**config.mk**
```make
export PLATFORM = sky130hd
export DESIGN_NAME = etm_timer
export DESIGN_NICKNAME = d
export VERILOG_FILES = /design/src/etm_pkg.sv /design/src/etm_timer.sv
export SDC_FILE = /design/constraint.sdc
export NUM_CORES = 1
export LEC_CHECK = 0
export ABC_CLOCK_PERIOD_IN_PS = 5200
export BUFFER_PORTS_ARGS = -buffer_cell sky130_fd_sc_hd__buf_2
export CAP_MARGIN = 20
export CORE_MARGIN = 2
export CORE_UTILIZATION = 30
export DETAILED_ROUTE_END_ITERATION = 16
export SYNTH_ARGS = -nofsm -noshare
export SYNTH_HDL_FRONTEND = slang
export SYNTH_SLANG_ARGS = --single-unit
```
**constraint.sdc**
```tcl
create_clock -name i_mclk -period 5.2 [get_ports i_mclk]
set_clock_uncertainty 0.1 [all_clocks]
set_input_delay 0 -clock i_mclk [delete_from_list [all_inputs] [get_ports i_mclk]]
set_output_delay 0 -clock i_mclk [all_outputs]
set_load 0.02 [all_outputs]
```
**src/etm_pkg.sv**
```systemverilog
// Constants, field layout and mode codes shared by the enhanced timer block
package etm_pkg;
  localparam int AXI_ADDR_W = 8;
  localparam logic [7:0] OFS_CTRL_ONE = 8'h00;
  localparam logic [7:0] OFS_CTRL_TWO = 8'h04;
  localparam logic [7:0] OFS_CMP_A = 8'h08;
  localparam logic [7:0] OFS_CMP_B = 8'h0C;
  localparam logic [7:0] OFS_COUNT = 8'h10;
  localparam logic [7:0] OFS_FLAGS = 8'h14;
  // Control one fields
  localparam int RUN_BIT = 0;
  localparam int PERIOD_LSB = 1;
  localparam int CLRSEL_BIT = 4;
  localparam int MODE_A_LSB = 5;
  localparam int FUNC_A_LSB = 7;
  localparam int OC_A_BIT = 9;
  localparam int POL_A_BIT = 10;
  localparam int ALIGN_LSB = 11;
  localparam int CTRL_ONE_W = 13;
  // Control two fields
  localparam int MODE_B_LSB = 0;
  localparam int FUNC_B_LSB = 2;
  localparam int OC_B_BIT = 4;
  localparam int POL_B_BIT = 5;
  localparam int CTRL_TWO_W = 6;
  // Flag bits
  localparam int FLAG_A_BIT = 0;
  localparam int FLAG_B_BIT = 1;
  localparam int FLAG_P_BIT = 2;
  localparam logic [CTRL_ONE_W-1:0] CTRL_ONE_RST = 13'h0000;
  localparam logic [CTRL_TWO_W-1:0] CTRL_TWO_RST = 6'h00;
  localparam logic [2:0] FLAGS_RST = 3'h0;
  localparam int PERIOD_SHIFT = 7;
  localparam int TICK_DIV_DEF = 4;
  localparam logic [1:0] FUNC_INACTIVE = 2'h0;
  localparam logic [1:0] FUNC_ACTIVE = 2'h1;
  localparam logic [1:0] FUNC_PWM = 2'h2;
  localparam logic [1:0] FUNC_SINGLE = 2'h3;
  localparam logic [1:0] RESP_OKAY = 2'h0;
  localparam logic [1:0] RESP_SLVERR = 2'h2;
  typedef enum logic [1:0] {
    MODE_COMPARE = 2'b00, MODE_CAPTURE = 2'b01, MODE_PWM = 2'b10, MODE_TIMER = 2'b11
  } mode_type;
  typedef enum logic [1:0] {
    ALIGN_EDGE = 2'b00, ALIGN_UP = 2'b01, ALIGN_DOWN = 2'b10, ALIGN_BOTH = 2'b11
  } align_type;
  typedef enum logic {DIR_UP = 1'b0, DIR_DOWN = 1'b1} dir_type;
endpackage : etm_pkg

```
**src/etm_timer.sv**
```systemverilog
// Enhanced timer: PWM, single pulse and timer modes behind an AXI4-Lite slave
// Operation
// - All mode bits high: timer mode, pins free
// - PWM shown only with output function 10
// - Clear select high: A period, B duty
// - Clear select low: period field times 128
// - Duty at or above period gives 100%
// - Edge aligned: leading edges at counter reset
// - Centre aligned: double period, centred pulses
// - Alignment field picks edge or centre match
// - PWM sets flags on A, B, period; no period flag when edge aligned with clear select high
// - Output control and polarity shape pin level
// - PWM runs while pins forced fixed
// - Centre: period flag at count-down zero
// - Run rising edge starts pulse A
// - Match B starts pulse B
// - External clock edge sets run bit in single pulse mode
// - Run clear or match A ends pulses
// - Widths: A value, A minus B
// - Single pulse: A and B flag
// - Single pulse: counter zeroed on run rise
// - Clear select in compare: no period flag
// - Counter and compare values ten bits
// - Output function codes force, PWM, single
`timescale 1ns/10ps
`default_nettype none
module etm_timer
#(
  parameter int CNT_W = 10,
  parameter int TICK_DIV = etm_pkg::TICK_DIV_DEF
) (
  input wire logic i_mclk,
  input wire logic i_reset,
  input wire logic [etm_pkg::AXI_ADDR_W-1:0] i_awaddr,
  input wire logic i_awvalid,
  output logic o_awready,
  input wire logic [31:0] i_wdata,
  input wire logic [3:0] i_wstrb,
  input wire logic i_wvalid,
  output logic o_wready,
  output logic [1:0] o_bresp,
  output logic o_bvalid,
  input wire logic i_bready,
  input wire logic [etm_pkg::AXI_ADDR_W-1:0] i_araddr,
  input wire logic i_arvalid,
  output logic o_arready,
  output logic [31:0] o_rdata,
  output logic [1:0] o_rresp,
  output logic o_rvalid,
  input wire logic i_rready,
  input wire logic i_external_timer_clock_pin,
  output logic o_timer_out_pin_a,
  output logic o_timer_out_pin_a_drive,
  output logic o_timer_out_pin_b,
  output logic o_timer_out_pin_b_drive
);
  import etm_pkg::*;

  function automatic logic [31:0] merge32(input logic [31:0] old_v, input logic [31:0] new_v,
                                          input logic [3:0] strb);
    logic [31:0] m;
    m = {{8{strb[3]}}, {8{strb[2]}}, {8{strb[1]}}, {8{strb[0]}}};
    return (old_v & ~m) | (new_v & m);
  endfunction : merge32

  function automatic logic word_hit(input logic [AXI_ADDR_W-1:0] a, input logic [7:0] ofs);
    return {a[AXI_ADDR_W-1:2], 2'b00} == ofs;
  endfunction : word_hit

  function automatic logic pin_level(input logic [1:0] func, input logic oc, input logic pol,
                                     input logic pwm_act, input logic sp_act);
    logic act;
    act = (func == FUNC_INACTIVE) ? 1'b0 :
          (func == FUNC_ACTIVE) ? 1'b1 :
          (func == FUNC_PWM) ? pwm_act : sp_act;
    return (oc ? act : ~act) ^ pol;
  endfunction : pin_level

  // Register state
  logic [CTRL_ONE_W-1:1] ctrl_one_q;
  logic [CTRL_TWO_W-1:0] ctrl_two_q;
  logic [CNT_W-1:0] cmp_a_q;
  logic [CNT_W-1:0] cmp_b_q;
  logic [2:0] flags_q;
  logic run_q;
  logic run_prev_q;
  logic [CNT_W-1:0] cnt_q;
  dir_type dir_q;
  logic [7:0] pre_q;
  logic pulse_b_q;
  logic sync1_q;
  logic sync2_q;
  logic sync3_q;
  logic ext_stable_q;

  // Bus state
  logic aw_held_q;
  logic [AXI_ADDR_W-1:0] aw_addr_q;
  logic w_held_q;
  logic [31:0] w_data_q;
  logic [3:0] w_strb_q;
  logic bvalid_q;
  logic [1:0] bresp_q;
  logic rvalid_q;
  logic [31:0] rdata_q;
  logic [1:0] rresp_q;

  // Write channel
  wire do_wr = aw_held_q && w_held_q && !bvalid_q;
  wire wsel_one = do_wr && word_hit(aw_addr_q, OFS_CTRL_ONE);
  wire wsel_two = do_wr && word_hit(aw_addr_q, OFS_CTRL_TWO);
  wire wsel_a = do_wr && word_hit(aw_addr_q, OFS_CMP_A);
  wire wsel_b = do_wr && word_hit(aw_addr_q, OFS_CMP_B);
  wire wsel_flags = do_wr && word_hit(aw_addr_q, OFS_FLAGS);
  wire wsel_ro = do_wr && word_hit(aw_addr_q, OFS_COUNT);
  wire wr_mapped = wsel_one || wsel_two || wsel_a || wsel_b || wsel_flags || wsel_ro;
  wire [31:0] one_now = {19'h0_0000, ctrl_one_q, run_q};
  wire [31:0] one_new = merge32(one_now, w_data_q, w_strb_q);
  wire [31:0] two_new = merge32({26'h000_0000, ctrl_two_q}, w_data_q, w_strb_q);
  wire [31:0] a_new = merge32({22'h00_0000, cmp_a_q}, w_data_q, w_strb_q);
  wire [31:0] b_new = merge32({22'h00_0000, cmp_b_q}, w_data_q, w_strb_q);
  wire [31:0] flag_clr_w = merge32(32'h0000_0000, w_data_q, w_strb_q);

  assign o_awready = !aw_held_q && !bvalid_q;
  assign o_wready = !w_held_q && !bvalid_q;
  assign o_bvalid = bvalid_q;
  assign o_bresp = bresp_q;
  assign o_arready = !rvalid_q;
  assign o_rvalid = rvalid_q;
  assign o_rdata = rdata_q;
  assign o_rresp = rresp_q;

  // Field decode
  wire [2:0] period_field = ctrl_one_q[PERIOD_LSB+:3];
  wire counter_clear_select = ctrl_one_q[CLRSEL_BIT];
  wire [1:0] mode_a = ctrl_one_q[MODE_A_LSB+:2];
  wire [1:0] chan_a_out_func = ctrl_one_q[FUNC_A_LSB+:2];
  wire chan_a_output_control = ctrl_one_q[OC_A_BIT];
  wire chan_a_polarity = ctrl_one_q[POL_A_BIT];
  wire [1:0] align_sel = ctrl_one_q[ALIGN_LSB+:2];
  wire [1:0] mode_b = ctrl_two_q[MODE_B_LSB+:2];
  wire [1:0] chan_b_out_func = ctrl_two_q[FUNC_B_LSB+:2];
  wire chan_b_output_control = ctrl_two_q[OC_B_BIT];
  wire chan_b_polarity = ctrl_two_q[POL_B_BIT];

  wire both_pwm = (mode_a == MODE_PWM) && (mode_b == MODE_PWM);
  wire is_timer = (mode_a == MODE_TIMER) && (mode_b == MODE_TIMER);
  wire is_single = both_pwm && (chan_a_out_func == FUNC_SINGLE)
                   && (chan_b_out_func == FUNC_SINGLE);
  wire is_pwm = both_pwm && !is_single;
  wire is_centre = is_pwm && (align_sel != ALIGN_EDGE);

  // Period length in counts; period field zero means full range
  wire [CNT_W:0] field_len = (period_field == 3'h0) ? 11'h400 :
                             11'({period_field, 7'h00});
  wire [CNT_W:0] pwm_len = counter_clear_select ? {1'b0, cmp_a_q} : field_len;
  wire [CNT_W:0] pwm_last = (pwm_len == 11'h000) ? 11'h000 : pwm_len - 11'h001;
  wire [CNT_W:0] cmp_last = counter_clear_select ? {1'b0, cmp_a_q} : field_len - 11'h001;
  wire [CNT_W:0] edge_last = is_pwm ? pwm_last : cmp_last;
  wire edge_wrap = ({1'b0, cnt_q} == edge_last) || (&cnt_q);
  // Centre counter turns at the period length, capped at full scale
  wire [CNT_W-1:0] cen_top = pwm_len[CNT_W] ? {CNT_W{1'b1}} : pwm_len[CNT_W-1:0];

  // Timer clock enable
  wire tick = (pre_q == 8'(TICK_DIV - 1));
  wire step = tick && run_q;

  // External clock pin: accept a level once the last two stages agree
  wire ext_agree = (sync2_q == sync3_q);
  wire ext_rise = ext_agree && sync3_q && !ext_stable_q;

  wire run_rise = run_q && !run_prev_q;
  // Matches skip the restart cycle, whose count is stale
  wire dir_ok = !is_centre || (align_sel == ALIGN_BOTH)
                || ((align_sel == ALIGN_UP) && (dir_q == DIR_UP))
                || ((align_sel == ALIGN_DOWN) && (dir_q == DIR_DOWN));
  wire match_a = step && !run_rise && (cnt_q == cmp_a_q) && dir_ok;
  wire match_b = step && !run_rise && (cnt_q == cmp_b_q) && dir_ok;
  wire period_cen = is_centre && (dir_q == DIR_DOWN) && (cnt_q == 10'h001);
  wire period_edge = !is_centre && !is_single && !counter_clear_select && edge_wrap;
  wire match_p = step && !run_rise && (period_cen || period_edge);

  // Raw PWM activity; duty at or beyond the period holds the output on
  wire pwm_act_a = ({1'b0, cnt_q} < {1'b0, cmp_a_q}) || ({1'b0, cmp_a_q} >= pwm_len);
  wire pwm_act_b = ({1'b0, cnt_q} < {1'b0, cmp_b_q}) || ({1'b0, cmp_b_q} >= pwm_len);
  wire sp_act_a = run_q && !run_rise && !match_a;
  wire sp_act_b = run_q && (pulse_b_q || match_b) && !match_a;

  // Pin A carries nothing when A sets the period
  wire drive_a = is_single || (is_pwm && !counter_clear_select);
  wire drive_b = is_single || is_pwm;
  wire lvl_a = pin_level(chan_a_out_func, chan_a_output_control, chan_a_polarity,
                         pwm_act_a, sp_act_a);
  wire lvl_b = pin_level(chan_b_out_func, chan_b_output_control, chan_b_polarity,
                         pwm_act_b, sp_act_b);

  // Run bit: software, external edge and match A all steer it
  logic run_d;
  always_comb begin
    run_d = run_q;
    if (wsel_one) begin
      run_d = one_new[RUN_BIT];
    end
    if (is_single && match_a) begin
      run_d = 1'b0;
    end
    if (is_single && ext_rise) begin
      run_d = 1'b1;
    end
  end

  // Counter next value
  logic [CNT_W-1:0] cnt_d;
  dir_type dir_d;
  always_comb begin
    cnt_d = cnt_q;
    dir_d = dir_q;
    if (run_rise) begin
      cnt_d = '0;
      dir_d = DIR_UP;
    end else if (step) begin
      if (is_single) begin
        cnt_d = cnt_q + 10'h001;
      end else if (is_centre) begin
        if (dir_q == DIR_UP) begin
          if (cnt_q >= cen_top) begin
            dir_d = DIR_DOWN;
            cnt_d = cnt_q - 10'h001;
          end else begin
            cnt_d = cnt_q + 10'h001;
          end
        end else if (cnt_q == 10'h000) begin
          dir_d = DIR_UP;
          cnt_d = 10'h001;
        end else begin
          cnt_d = cnt_q - 10'h001;
        end
      end else if (edge_wrap) begin
        cnt_d = '0;
      end else begin
        cnt_d = cnt_q + 10'h001;
      end
    end
  end

  // Event flags: a set in the clearing cycle survives
  wire [2:0] flag_set = {match_p, match_b, match_a};
  wire [2:0] flag_clr = wsel_flags ? flag_clr_w[2:0] : 3'h0;
  wire [2:0] flags_d = (flags_q & ~flag_clr) | flag_set;

  // Read data
  logic [31:0] rd_mux;
  logic rd_hit;
  always_comb begin
    rd_mux = 32'h0000_0000;
    rd_hit = 1'b1;
    if (word_hit(i_araddr, OFS_CTRL_ONE)) begin
      rd_mux = one_now;
    end else if (word_hit(i_araddr, OFS_CTRL_TWO)) begin
      rd_mux = {26'h000_0000, ctrl_two_q};
    end else if (word_hit(i_araddr, OFS_CMP_A)) begin
      rd_mux = {22'h00_0000, cmp_a_q};
    end else if (word_hit(i_araddr, OFS_CMP_B)) begin
      rd_mux = {22'h00_0000, cmp_b_q};
    end else if (word_hit(i_araddr, OFS_COUNT)) begin
      rd_mux = {22'h00_0000, cnt_q};
    end else if (word_hit(i_araddr, OFS_FLAGS)) begin
      rd_mux = {29'h0000_0000, flags_q};
    end else begin
      rd_hit = 1'b0;
    end
  end

  always_ff @(posedge i_mclk or posedge i_reset) begin
    if (i_reset) begin
      aw_held_q <= 1'b0;
      aw_addr_q <= '0;
      w_held_q <= 1'b0;
      w_data_q <= 32'h0000_0000;
      w_strb_q <= 4'h0;
      bvalid_q <= 1'b0;
      bresp_q <= RESP_OKAY;
    end else begin
      if (i_awvalid && o_awready) begin
        aw_held_q <= 1'b1;
        aw_addr_q <= i_awaddr;
      end
      if (i_wvalid && o_wready) begin
        w_held_q <= 1'b1;
        w_data_q <= i_wdata;
        w_strb_q <= i_wstrb;
      end
      if (do_wr) begin
        aw_held_q <= 1'b0;
        w_held_q <= 1'b0;
        bvalid_q <= 1'b1;
        bresp_q <= wr_mapped ? RESP_OKAY : RESP_SLVERR;
      end else if (bvalid_q && i_bready) begin
        bvalid_q <= 1'b0;
      end
    end
  end

  always_ff @(posedge i_mclk or posedge i_reset) begin
    if (i_reset) begin
      rvalid_q <= 1'b0;
      rdata_q <= 32'h0000_0000;
      rresp_q <= RESP_OKAY;
    end else if (i_arvalid && o_arready) begin
      rvalid_q <= 1'b1;
      rdata_q <= rd_mux;
      rresp_q <= rd_hit ? RESP_OKAY : RESP_SLVERR;
    end else if (rvalid_q && i_rready) begin
      rvalid_q <= 1'b0;
    end
  end

  always_ff @(posedge i_mclk or posedge i_reset) begin
    if (i_reset) begin
      ctrl_one_q <= CTRL_ONE_RST[CTRL_ONE_W-1:1];
      ctrl_two_q <= CTRL_TWO_RST;
      cmp_a_q <= '0;
      cmp_b_q <= '0;
      flags_q <= FLAGS_RST;
      run_q <= CTRL_ONE_RST[RUN_BIT];
      run_prev_q <= 1'b0;
    end else begin
      if (wsel_one) begin
        ctrl_one_q <= one_new[CTRL_ONE_W-1:1];
      end
      if (wsel_two) begin
        ctrl_two_q <= two_new[CTRL_TWO_W-1:0];
      end
      if (wsel_a) begin
        cmp_a_q <= a_new[CNT_W-1:0];
      end
      if (wsel_b) begin
        cmp_b_q <= b_new[CNT_W-1:0];
      end
      flags_q <= flags_d;
      run_q <= run_d;
      run_prev_q <= run_q;
    end
  end

  always_ff @(posedge i_mclk or posedge i_reset) begin
    if (i_reset) begin
      cnt_q <= '0;
      dir_q <= DIR_UP;
      pre_q <= 8'h00;
      pulse_b_q <= 1'b0;
    end else begin
      cnt_q <= cnt_d;
      dir_q <= dir_d;
      pre_q <= tick ? 8'h00 : pre_q + 8'h01;
      if (!run_q || run_rise) begin
        pulse_b_q <= 1'b0;
      end else if (is_single && match_b) begin
        pulse_b_q <= 1'b1;
      end
    end
  end

  // Three-stage synchroniser; stage one feeds only stage two
  always_ff @(posedge i_mclk or posedge i_reset) begin
    if (i_reset) begin
      sync1_q <= 1'b0;
      sync2_q <= 1'b0;
      sync3_q <= 1'b0;
      ext_stable_q <= 1'b0;
    end else begin
      sync1_q <= i_external_timer_clock_pin;
      sync2_q <= sync1_q;
      sync3_q <= sync2_q;
      if (ext_agree) begin
        ext_stable_q <= sync3_q;
      end
    end
  end

  // Pins registered so they never glitch on decode changes
  always_ff @(posedge i_mclk or posedge i_reset) begin
    if (i_reset) begin
      o_timer_out_pin_a <= 1'b0;
      o_timer_out_pin_b <= 1'b0;
      o_timer_out_pin_a_drive <= 1'b0;
      o_timer_out_pin_b_drive <= 1'b0;
    end else begin
      o_timer_out_pin_a <= drive_a ? lvl_a : 1'b0;
      o_timer_out_pin_b <= drive_b ? lvl_b : 1'b0;
      o_timer_out_pin_a_drive <= drive_a;
      o_timer_out_pin_b_drive <= drive_b;
    end
  end
endmodule : etm_timer
`default_nettype wire

```
==> reports/metrics.csv, run 1 <==
stage,metric,value,unit
outcome,status,"finished, final reports clean",
placement,Placer Congestion,0.923,
global_route,antenna violations before repair,0,
floorplan,area of the core,0.0242,mm²
placement,placed cell area,0.00785,mm²
floorplan,Rows,57,
worst_hold_path,Hold/Removal Path Class,in2reg,
critical_path,max incr delay on CP,0.55,ns
critical_path,Crit Path Max Fanout,20,
placement,post-detail-place hpwl,14600,µm
synth,"Primary FF master, synth",dfrtp_1,
synth,Synth Cell Area,0.00733,mm²
critical_path,Slowest cell on crit path,nand4bb_1,
synth,post-synth top area share,37.9,%
sta,FMAX,246,MHz
synth,synth cell count leaders,"dfrtp_1 (111), nand2_1 (70), mux2_2 (62)",
sta,final-report hold violation count,0,
cts,worst skew pair latency,0.37,ns
sta,max-slew violations,0,
pwr,Pleak,3.90,nW
synth,Mapped Cells,769,
drt,First-pass DRT Iterations,5,
global_route,busiest grt layer,met2,
synth,largest cells by area after synthesis,"dfrtp_1 (38%), mux2_2 (9.5%), ha_1 (8.0%)",
floorplan,I/O pins,105,
sta,Setup TNS Final,0,ns
cells_and_area,ant diodes,0,
cts,clk slew on worst S/H paths,0.09,ns
critical_path,worst path required time,5.32,ns
drt,DR iter-0 viols,489,
worst_hold_path,hold path depth,3,
global_route,first-pass GRT wire length,32100,µm
drt,drt wl/cell,17.0,µm
cells_and_area,area grow syn2layout,14.6,%
cts,# H-tree levels,3,
global_route,number of global-route vias before repair,5971,
critical_path,critical path class,reg2reg,
global_route,GRT met1 Usage,20.9,%
sta,Min Hold Slack,0.0403,ns
cells_and_area,sequential cell area,0.00278,mm²
cts,number of hold buffers added after CTS,25,
synth,#FFs+latches synth,111,
job,Max Cap Viol,0,
sta,fin crit period,4.07,ns
pwr,Pwr Total,3.47,mW
drt,DR vias/cell,5.20,
pwr,Power Dens Cells,413,mW/mm²
global_route,grt total ovfl,0,
critical_path,CP Cell Sequence,nand4bb_1 > inv_2 > nand2_1 > nor3_1 > a211oi_1 > xnor2_1 > nor4_2 > nand3_1 > o2111a_1 > a221oi_2 > a21oi_1,
cts,CTS Buf Count,9,
sta,RSZ-0062 raised after global routing,no,
synth,Ys Warns,0,
cells_and_area,post-route cell area,0.00841,mm²
synth,"Avg Cell Area, Syn",9.53,µm²
critical_path,critical path capture point type,register,
sta,final critical-path share of the clock period,78.2,%
drt,Detail Route Antenna Nets,0,
synth,Post-synth EDFFs,0,
cts,Max Root-Sink Buffers,2,
cts,post_cts resized,0,
cts,Clock Tree Root,clkbuf_16,
placement,PortBufs,58,
pwr,"IR drop worst, VDD",283,µV
floorplan,die area,0.0257,mm²
floorplan,initial core utilization,30.3,%
floorplan,Die Y,160,µm
global_route,met2 usage,26.1,%
cells_and_area,fill cell count,2477,
critical_path,Worst R2R Path Depth,11,
global_route,pin count of the biggest net entering global routing,60,
cells_and_area,share of layout cells above drive strength 1,20.4,%
cts,clk sinks,111,
drt,routed wire length,19800,µm
synth,"Seq/Total Area, Yosys",37.9,%
cts,postcts setup bufs,0,
global_route,met3 Usage GRT,2.94,%
cells_and_area,Final nets,941,
synth,asr flop ratio synth,100,%
cts,CTS tree,yes,
worst_hold_path,Worst Hold Launch,i_awvalid,
sta,Least-Margin Pin Slew,0.894,ns
sta,Max-slew headroom,40.2,%
sta,setup violators final,0,
drt,DR vias,6051,
synth,Yosys top cell by area,dfrtp_1,
critical_path,Critical Path AT,4.19,ns
global_route,GRT Overall Usage,15.8,%
critical_path,Worst Setup Start Kind,register,
drt,Post-route DRC,0,
cells_and_area,Multi-input gate area,0.00413,mm²
synth,cell with the most instances after synthesis,dfrtp_1,
floorplan,die width,160,µm
synth,Netlist cell types,74,
[area by class of cell]
cell class | instances | area share (%)
flip-flops and latches | 111 | 33.0
clock buffers | 9 | 2.68
multi-input cells | 576 | 49.2
repair buffers | 93 | 7.32
clock inverters | 7 | 1.01
well taps | 324 | 4.82
inverters | 43 | 1.95
[cell families (layout without fill, tap and decap cells)]
group,count (synthesis),count (layout),share of synthesized area [%]
flops,111,111,37.9
compound gates,187,187,17.4
other cells,1,21,0.0511
mux,80,80,12.0
xor+xnor,18,18,2.15
simple gates,222,222,15.4
fa+ha+maj,48,48,8.16
buf+inv,102,152,6.86
[metal layers]
metal | part of all wire [%] | wire, µm
met5 | 0 | 0
met3 | 5.3 | 1060
met4 | 3.1 | 613
met2 | 47 | 9300
met1 | 45 | 8850
[worst paths after layout]
check                          endpoint  slack, ns
setup / recovery               cnt_q[7]       1.13
hold / removal                aw_held_q       0.04
setup reg to reg               cnt_q[7]       1.13
hold reg to reg                 sync2_q       0.25
max in group asynchronous     async pin       3.63
min in group asynchronous  w_data_q[10]       0.18
[stage by stage]
stage                     setup slack (ns)  utilization [%]  instances
after floorplan                       1.15                -        789
after global placement                1.26             32.4       1122
after detailed placement              1.26             32.4       1122
after CTS                             1.23             34.8       1163
after global routing                 0.920             34.8       1163
final                                 1.13             34.8       1163
[placed cells by master, fill, tap and decap left out, types with 4 or more instances in the layout]
cell	netlist	layout
nor2_1	39	39
nor2b_1	13	13
buf_4	22	10
nand2b_1	8	8
nand3_1	25	25
a31oi_1	6	6
a211oi_1	7	7
ha_1	47	47
a31o_2	5	5
clkbuf_16	0	9
xnor2_1	15	15
conb_1	1	21
dlygate4sd3_1	0	25
and2_1	5	5
and3_1	10	10
nand4_1	7	7
buf_2	4	58
o21a_1	7	7
o211ai_1	5	5
o21ai_0	45	45
nor3_1	11	11
a221oi_1	4	4
inv_1	42	41
mux2i_1	17	17
a21o_1	13	13
nor4_1	9	8
dfrtp_1	111	111
or3_1	6	6
a22oi_1	10	10
nand2_1	70	70
mux2_2	62	62
a21oi_1	45	45
o31ai_1	7	7
a221oi_2	5	5
[worst max-delay path, delay by kind of cell (launching register included)]
family                 cells  cell delay, ns
XOR/XNOR                   1            0.17
buffers and inverters      1            0.27
AO/OA/AOI/OAI              4            1.06
AND/OR/NAND/NOR            5            1.91
flip-flops                 1            0.41
[where the power goes]
part           internal (mW)  switching [mW]  total [mW]
logic                  0.640           0.721        1.36
clock network          0.344           0.371       0.715
registers               1.06           0.329        1.39
Note: power is estimated with default switching activity, not from simulation.
==> inputs of run 2 (changes only) <==
--- a/config.mk
+++ b/config.mk
@@ -5,7 +5,7 @@
 export SDC_FILE = /design/constraint.sdc
 export NUM_CORES = 1
 export LEC_CHECK = 0
-export ABC_CLOCK_PERIOD_IN_PS = 5200
+export ABC_CLOCK_PERIOD_IN_PS = 3400
 export BUFFER_PORTS_ARGS = -buffer_cell sky130_fd_sc_hd__buf_2
 export CAP_MARGIN = 20
 export CORE_MARGIN = 2
==> constraint.sdc (replaced) <==
create_clock -name i_mclk -period 3.4 [get_ports i_mclk]
set_clock_uncertainty 0.1 [all_clocks]
set_input_delay 0 -clock i_mclk [delete_from_list [all_inputs] [get_ports i_mclk]]
set_output_delay 0 -clock i_mclk [all_outputs]
set_load 0.02 [all_outputs]
==> run 2 against run 1 <==
  * Via count is 5.9% higher
  * Sequential share of layout area is 3.0 points lower
  * Clock-buffer cell count stayed put
  * Core utilization is 3.5 points higher
  * Critical path depth is 3 higher
  * Global-route usage is 1.2 points higher
  * Sequential power is 45% higher
  * Die area stayed put
  * Critical endpoint unchanged
  * Highest routed layer unchanged
==> reports/metrics.csv, run 2 (synthesis gave the netlist of run 1 again) <==
stage,metric,value,unit
sta,max-slew violations,0,
drt,Detail Route Antenna Nets,0,
job,Max Cap Viol,0,
floorplan,die area,0.0257,mm²
critical_path,critical path capture point type,register,
critical_path,Critical Path AT,3.50,ns
placement,Placer Congestion,0.951,
placement,post-detail-place hpwl,16300,µm
pwr,Int Pwr,3.45,mW
drt,routed wire length,21900,µm
sta,RSZ-0062 raised after global routing,yes,
pwr,"IR drop worst, VDD",401,µV
critical_path,"delay-heaviest family, CP",compound AO/OA/AOI/OAI gates,
sta,setup violators final,0,
sta,Least-Margin Pin Slew,0.859,ns
floorplan,Die Y,160,µm
cells_and_area,Final nets,1017,
cts,clk slew on worst S/H paths,0.09,ns
drt,DR vias/cell,5.17,
sta,FMAX,297,MHz
floorplan,initial core utilization,30.3,%
global_route,pin count of the biggest net entering global routing,61,
outcome,status,"finished, final reports clean",
drt,DR vias,6408,
critical_path,most frequent CP cell,a21o_1,
cells_and_area,share of layout cells above drive strength 1,30.1,%
sta,fin crit period,3.36,ns
sta,Max-slew headroom,42.5,%
global_route,antenna violations before repair,0,
placement,PortBufs,58,
critical_path,worst path required time,3.54,ns
critical_path,Worst path depth,14,
critical_path,critical path class,reg2reg,
cts,CTS Buf Count,9,
cells_and_area,"most common cell after layout, fill and taps aside",dfrtp_1,
cts,# H-tree levels,3,
global_route,number of global-route vias before repair,6102,
global_route,first-pass GRT wire length,34200,µm
pwr,Comb pwr share,45.1,%
critical_path,"reg-to-reg slack, setup",0.04,ns
pwr,Power Dens Cells,628,mW/mm²
sta,final-report hold violation count,0,
floorplan,area of the core,0.0242,mm²
drt,First-pass DRT Iterations,5,
cts,CTS tree,yes,
floorplan,die width,160,µm
drt,DR iter-0 viols,545,
cells_and_area,most frequent cells in the layout,"dfrtp_1 (111), buf_4 (78), nand2_1 (68)",
critical_path,Crit Path Max Fanout,7,
worst_hold_path,Hold/Removal Path Class,in2reg,
critical_path,Critical path buffers and inverters,1,
pwr,sequential power share,34.8,%
critical_path,RR Endpoint,cnt_q[7],
cts,clk sinks,111,
critical_path,Worst R2R Path Depth,14,
sta,final critical-path share of the clock period,98.9,%
floorplan,Rows,57,
critical_path,CP Cell Sequence,or4_4 > nand2_1 > ha_1 > nand2b_1 > a21o_1 > a21o_1 > a21o_1 > a21o_1 > a31oi_4 > buf_4 > mux2i_2 > nor2b_1 > a211oi_2 > a21oi_1,
pwr,Switch Pwr,2.35,mW
sta,Min Hold Slack,0.0194,ns
cts,Max Root-Sink Buffers,2,
cells_and_area,area grow syn2layout,26.0,%
drt,drt wl/cell,17.6,µm
critical_path,Worst Setup Start Kind,register,
critical_path,Worst setup endpoint,cnt_q[7],
critical_path,max incr delay on CP,0.53,ns
drt,Post-route DRC,0,
cts,Clock Tree Root,clkbuf_16,
cells_and_area,ant diodes,0,
floorplan,I/O pins,105,
cts,worst skew pair latency,0.38,ns
pwr,Pleak,4.33,nW
pwr,Sw Share,40.5,%
critical_path,Slowest cell on crit path,or4_4,
pwr,Clk pwr share,20.1,%
global_route,GRT Overall Usage,17.0,%
cells_and_area,Final Util,38.2,%
global_route,grt total ovfl,0,
run 2: cell types whose count changed in the layout (fill, tap and decap cells not counted), moves of 3 or more:
cell and change:
buf_4 +68, buf_6 +4, o21ai_0 -4, a211oi_1 -3
a211oi_2 +3, buf_12 +3, mux2i_1 -3, o21ai_1 +3
run 2: repair_timing:
| item | in CTS | in global routing |
|---|---|---|
| gates resized for setup | 1 | 32 |
| pin swaps | 2 | 14 |
| endpoints found under the hold margin | 75 | 0 |
| setup endpoints to repair | 4 | 12 |
| gates cloned | 0 | 1 |
| hold buffers | 25 | 0 |
| setup buffers | 1 | 9 |
run 2: worst min-delay path by stage:
stage,from,end,cells after the start
floorplan,i_external_timer_clock_pin,sync1_q,0
global placement,i_external_timer_clock_pin,sync1_q,1
detailed placement,i_external_timer_clock_pin,sync1_q,1
CTS,i_awvalid,aw_held_q,3
global route,i_awvalid,aw_held_q,3
finish,i_awvalid,aw_held_q,3
run 2: final cells by class:
cell class                 instances  area, µm²
multi-input combinational        576       4310
sequential                       111       2780
tap                              324        405
clock buffer                       9        225
timing repair buffer             169       1260
inverter                          43        164
fill                            2420      14900
clock inverter                     7        108
run 2: power by group through the flow:
stage	combinational (mW)	sequential (mW)	clock (mW)
final	2.62	2.02	1.17
after global routing	2.87	2.07	1.24
after CTS	2.52	2.02	1.19
after detailed placement	2.48	2.04	0
after global placement	2.45	2.03	0
after floorplan	1.74	1.90	0
run 2: worst reg2reg max path, delay by kind of cell, from the launching register on:
kind | cells | cell delay, ns
compound gates | 7 | 1.29
simple gates | 4 | 0.83
flops | 1 | 0.39
mux | 1 | 0.23
fa+ha+maj | 1 | 0.22
buf+inv | 1 | 0.19
run 2: stage by stage:
step                      instances  area [µm²]  power (mW)  TNS (ns)  setup WS (ns)
final                          1239        9240        5.81         0         0.0383
after global routing           1239        9240        6.18    -0.643         -0.133
after CTS                      1229        9010        5.73         0         0.0125
after detailed placement       1187        8420        4.52         0        0.00895
after global placement         1187        8420        4.48         0         0.0553
after floorplan                 789        7490        3.64   -0.0169       -0.00776
run 2: layer usage:
layer / share of wire (%) / track usage (%) / vias to the layer above / routed length [µm]
li1: - / - / 3037 / -
met1: 45 / 23.4 / 3114 / 9780
met2: 47 / 27.7 / 218 / 10300
met3: 5.6 / 2.63 / 39 / 1230
met4: 2.5 / 5.04 / 0 / 550
met5: 0 / 0 / - / 0
==> inputs of run 3 (changes only) <==
--- a/config.mk
+++ b/config.mk
@@ -11,6 +11,7 @@
 export CORE_MARGIN = 2
 export CORE_UTILIZATION = 30
 export DETAILED_ROUTE_END_ITERATION = 16
+export MAX_ROUTING_LAYER = met4
 export SYNTH_ARGS = -nofsm -noshare
 export SYNTH_HDL_FRONTEND = slang
 export SYNTH_SLANG_ARGS = --single-unit
==> run 3 against run 2 <==
  * Global-route usage is 0.62 points higher
  * Clock-buffer cell count unchanged
  * Worst setup slack improved by 0.048 ns
  * Register-to-register slack better by 0.05 ns
  * Core utilization fell by 0.32 points
  * Combinational power about the same
  * First-iteration DRC count fell by 14%
  * Sequential power is essentially flat
  * Critical endpoint is now cnt_q[9]
==> reports/metrics.csv, run 3 (synthesis gave the netlist of run 1 again) <==
stage,metric,value,unit
floorplan,I/O pins,105,
cells_and_area,Final nets,1015,
cts,Clock Tree Root,clkbuf_16,
job,Max Cap Viol,0,
sta,Max-slew headroom,42.7,%
outcome,status,"finished, final reports clean",
pwr,"IR drop worst, VDD",468,µV
sta,RSZ-0062 raised after global routing,yes,
cts,Max Root-Sink Buffers,2,
cts,clk sinks,111,
placement,PortBufs,58,
critical_path,Critical Path AT,3.51,ns
global_route,number of global-route vias before repair,6179,
drt,First-pass DRT Iterations,7,
cells_and_area,"most common cell after layout, fill and taps aside",dfrtp_1,
drt,DR iter-0 viols,471,
floorplan,die area,0.0257,mm²
cts,clk slew on worst S/H paths,0.10,ns
critical_path,worst path required time,3.60,ns
sta,final-report hold violation count,0,
critical_path,critical path capture point type,register,
placement,placed cell area,0.00844,mm²
cells_and_area,fill cell count,2421,
cells_and_area,most frequent cells in the layout,"dfrtp_1 (110), buf_4 (79), nand2_1 (68)",
floorplan,initial core utilization,30.3,%
sta,Min Hold Slack,0.0380,ns
cts,CTS tree,yes,
pwr,Pwr Total,5.79,mW
pwr,Pleak,4.32,nW
critical_path,Worst Setup Start Kind,register,
cells_and_area,non-filler instance count after layout,1237,
floorplan,Rows,57,
critical_path,critical path class,reg2reg,
critical_path,Crit Path Max Fanout,8,
floorplan,Die Y,160,µm
global_route,GRT Overall Usage,17.6,%
drt,Detail Route Antenna Nets,0,
worst_hold_path,Hold/Removal Path Class,in2reg,
cts,# H-tree levels,3,
cells_and_area,ant diodes,0,
sta,Least-Margin Pin Slew,0.856,ns
placement,placed insts,1192,
sta,fin crit period,3.31,ns
drt,Post-route DRC,0,
cells_and_area,share of layout cells above drive strength 1,29.4,%
placement,pre-CTS setup slack,-0.00415,ns
pwr,Power Dens Cells,632,mW/mm²
floorplan,area of the core,0.0242,mm²
critical_path,"reg-to-reg slack, setup",0.09,ns
sta,setup violators final,0,
cts,CTS Buf Count,9,
drt,DR vias,6350,
floorplan,die width,160,µm
sta,final worst slack,0.0867,ns
sta,FMAX,302,MHz
drt,drt wl/cell,17.6,µm
global_route,grt total ovfl,0,
drt,DR vias/cell,5.13,
placement,Placer Congestion,0.961,
sta,Setup TNS Final,0,ns
cells_and_area,post-route cell area,0.00916,mm²
cells_and_area,Final Util,37.9,%
global_route,pin count of the biggest net entering global routing,61,
global_route,first-pass GRT wire length,34400,µm
drt,routed wire length,21800,µm
cells_and_area,area grow syn2layout,25.0,%
sta,final critical-path share of the clock period,97.4,%
global_route,antenna violations before repair,0,
sta,max-slew violations,0,
placement,post-detail-place hpwl,16400,µm
cts,worst skew pair latency,0.38,ns
run 3: worst paths after layout:
kind,from,to,depth (start not counted)
worst min register to register,sync1_q,sync2_q,0
max in group asynchronous,i_reset,async pin,4
worst max register to register,register,cnt_q[9],14
worst max-delay path,register,cnt_q[9],14
min in group asynchronous,i_reset,w_data_q[12],3
worst min-delay path,i_awvalid,aw_held_q,3
run 3: layout make-up:
cell class / instances / area (µm²) / area share [%]
Multi-Input combinational cell: 576 / 4270 / 46.6
Clock inverter: 7 / 104 / 1.13
Clock buffer: 9 / 225 / 2.46
Timing Repair Buffer: 167 / 1220 / 13.3
Inverter: 43 / 164 / 1.79
Sequential cell: 111 / 2780 / 30.3
Tap cell: 324 / 405 / 4.42
run 3: routing by layer:
layer	vias up	share of wire (%)	GRT usage [%]
li1	3035	-	-
met1	3090	46	23.7
met2	194	47	28.3
met3	31	5.1	2.69
met4	0	1.7	3.85
met5	-	0	-
run 3: where the power goes:
group          switching [mW]  leakage [nW]  total (mW)  internal (mW)
clock                   0.615         0.159        1.17          0.552
combinational            1.35          2.69        2.60           1.25
sequential              0.395          1.47        2.03           1.63
total                    2.36          4.32        5.79           3.43
run 3: what timing repair did:
action                                  in CTS  in global routing
endpoints found under the setup margin       3                 11
hold endpoints to repair                    75                  0
hold buffers                                25                  0
pin swaps                                    2                  6
setup buffers                                0                  4
resized for setup                            5                 19
run 3: worst max-delay path, stage by stage, from the launching register on:
cell,delay (ns)
dfrtp_1,0.38
or4_4,0.53
buf_4,0.18
and2_1,0.18
ha_1,0.29
and4_4,0.25
nand2_1,0.06
nand3_1,0.11
a31oi_4,0.05
buf_12,0.15
buf_4,0.14
or3_4,0.40
o32ai_2,0.21
nand2_1,0.08
o21ai_1,0.12
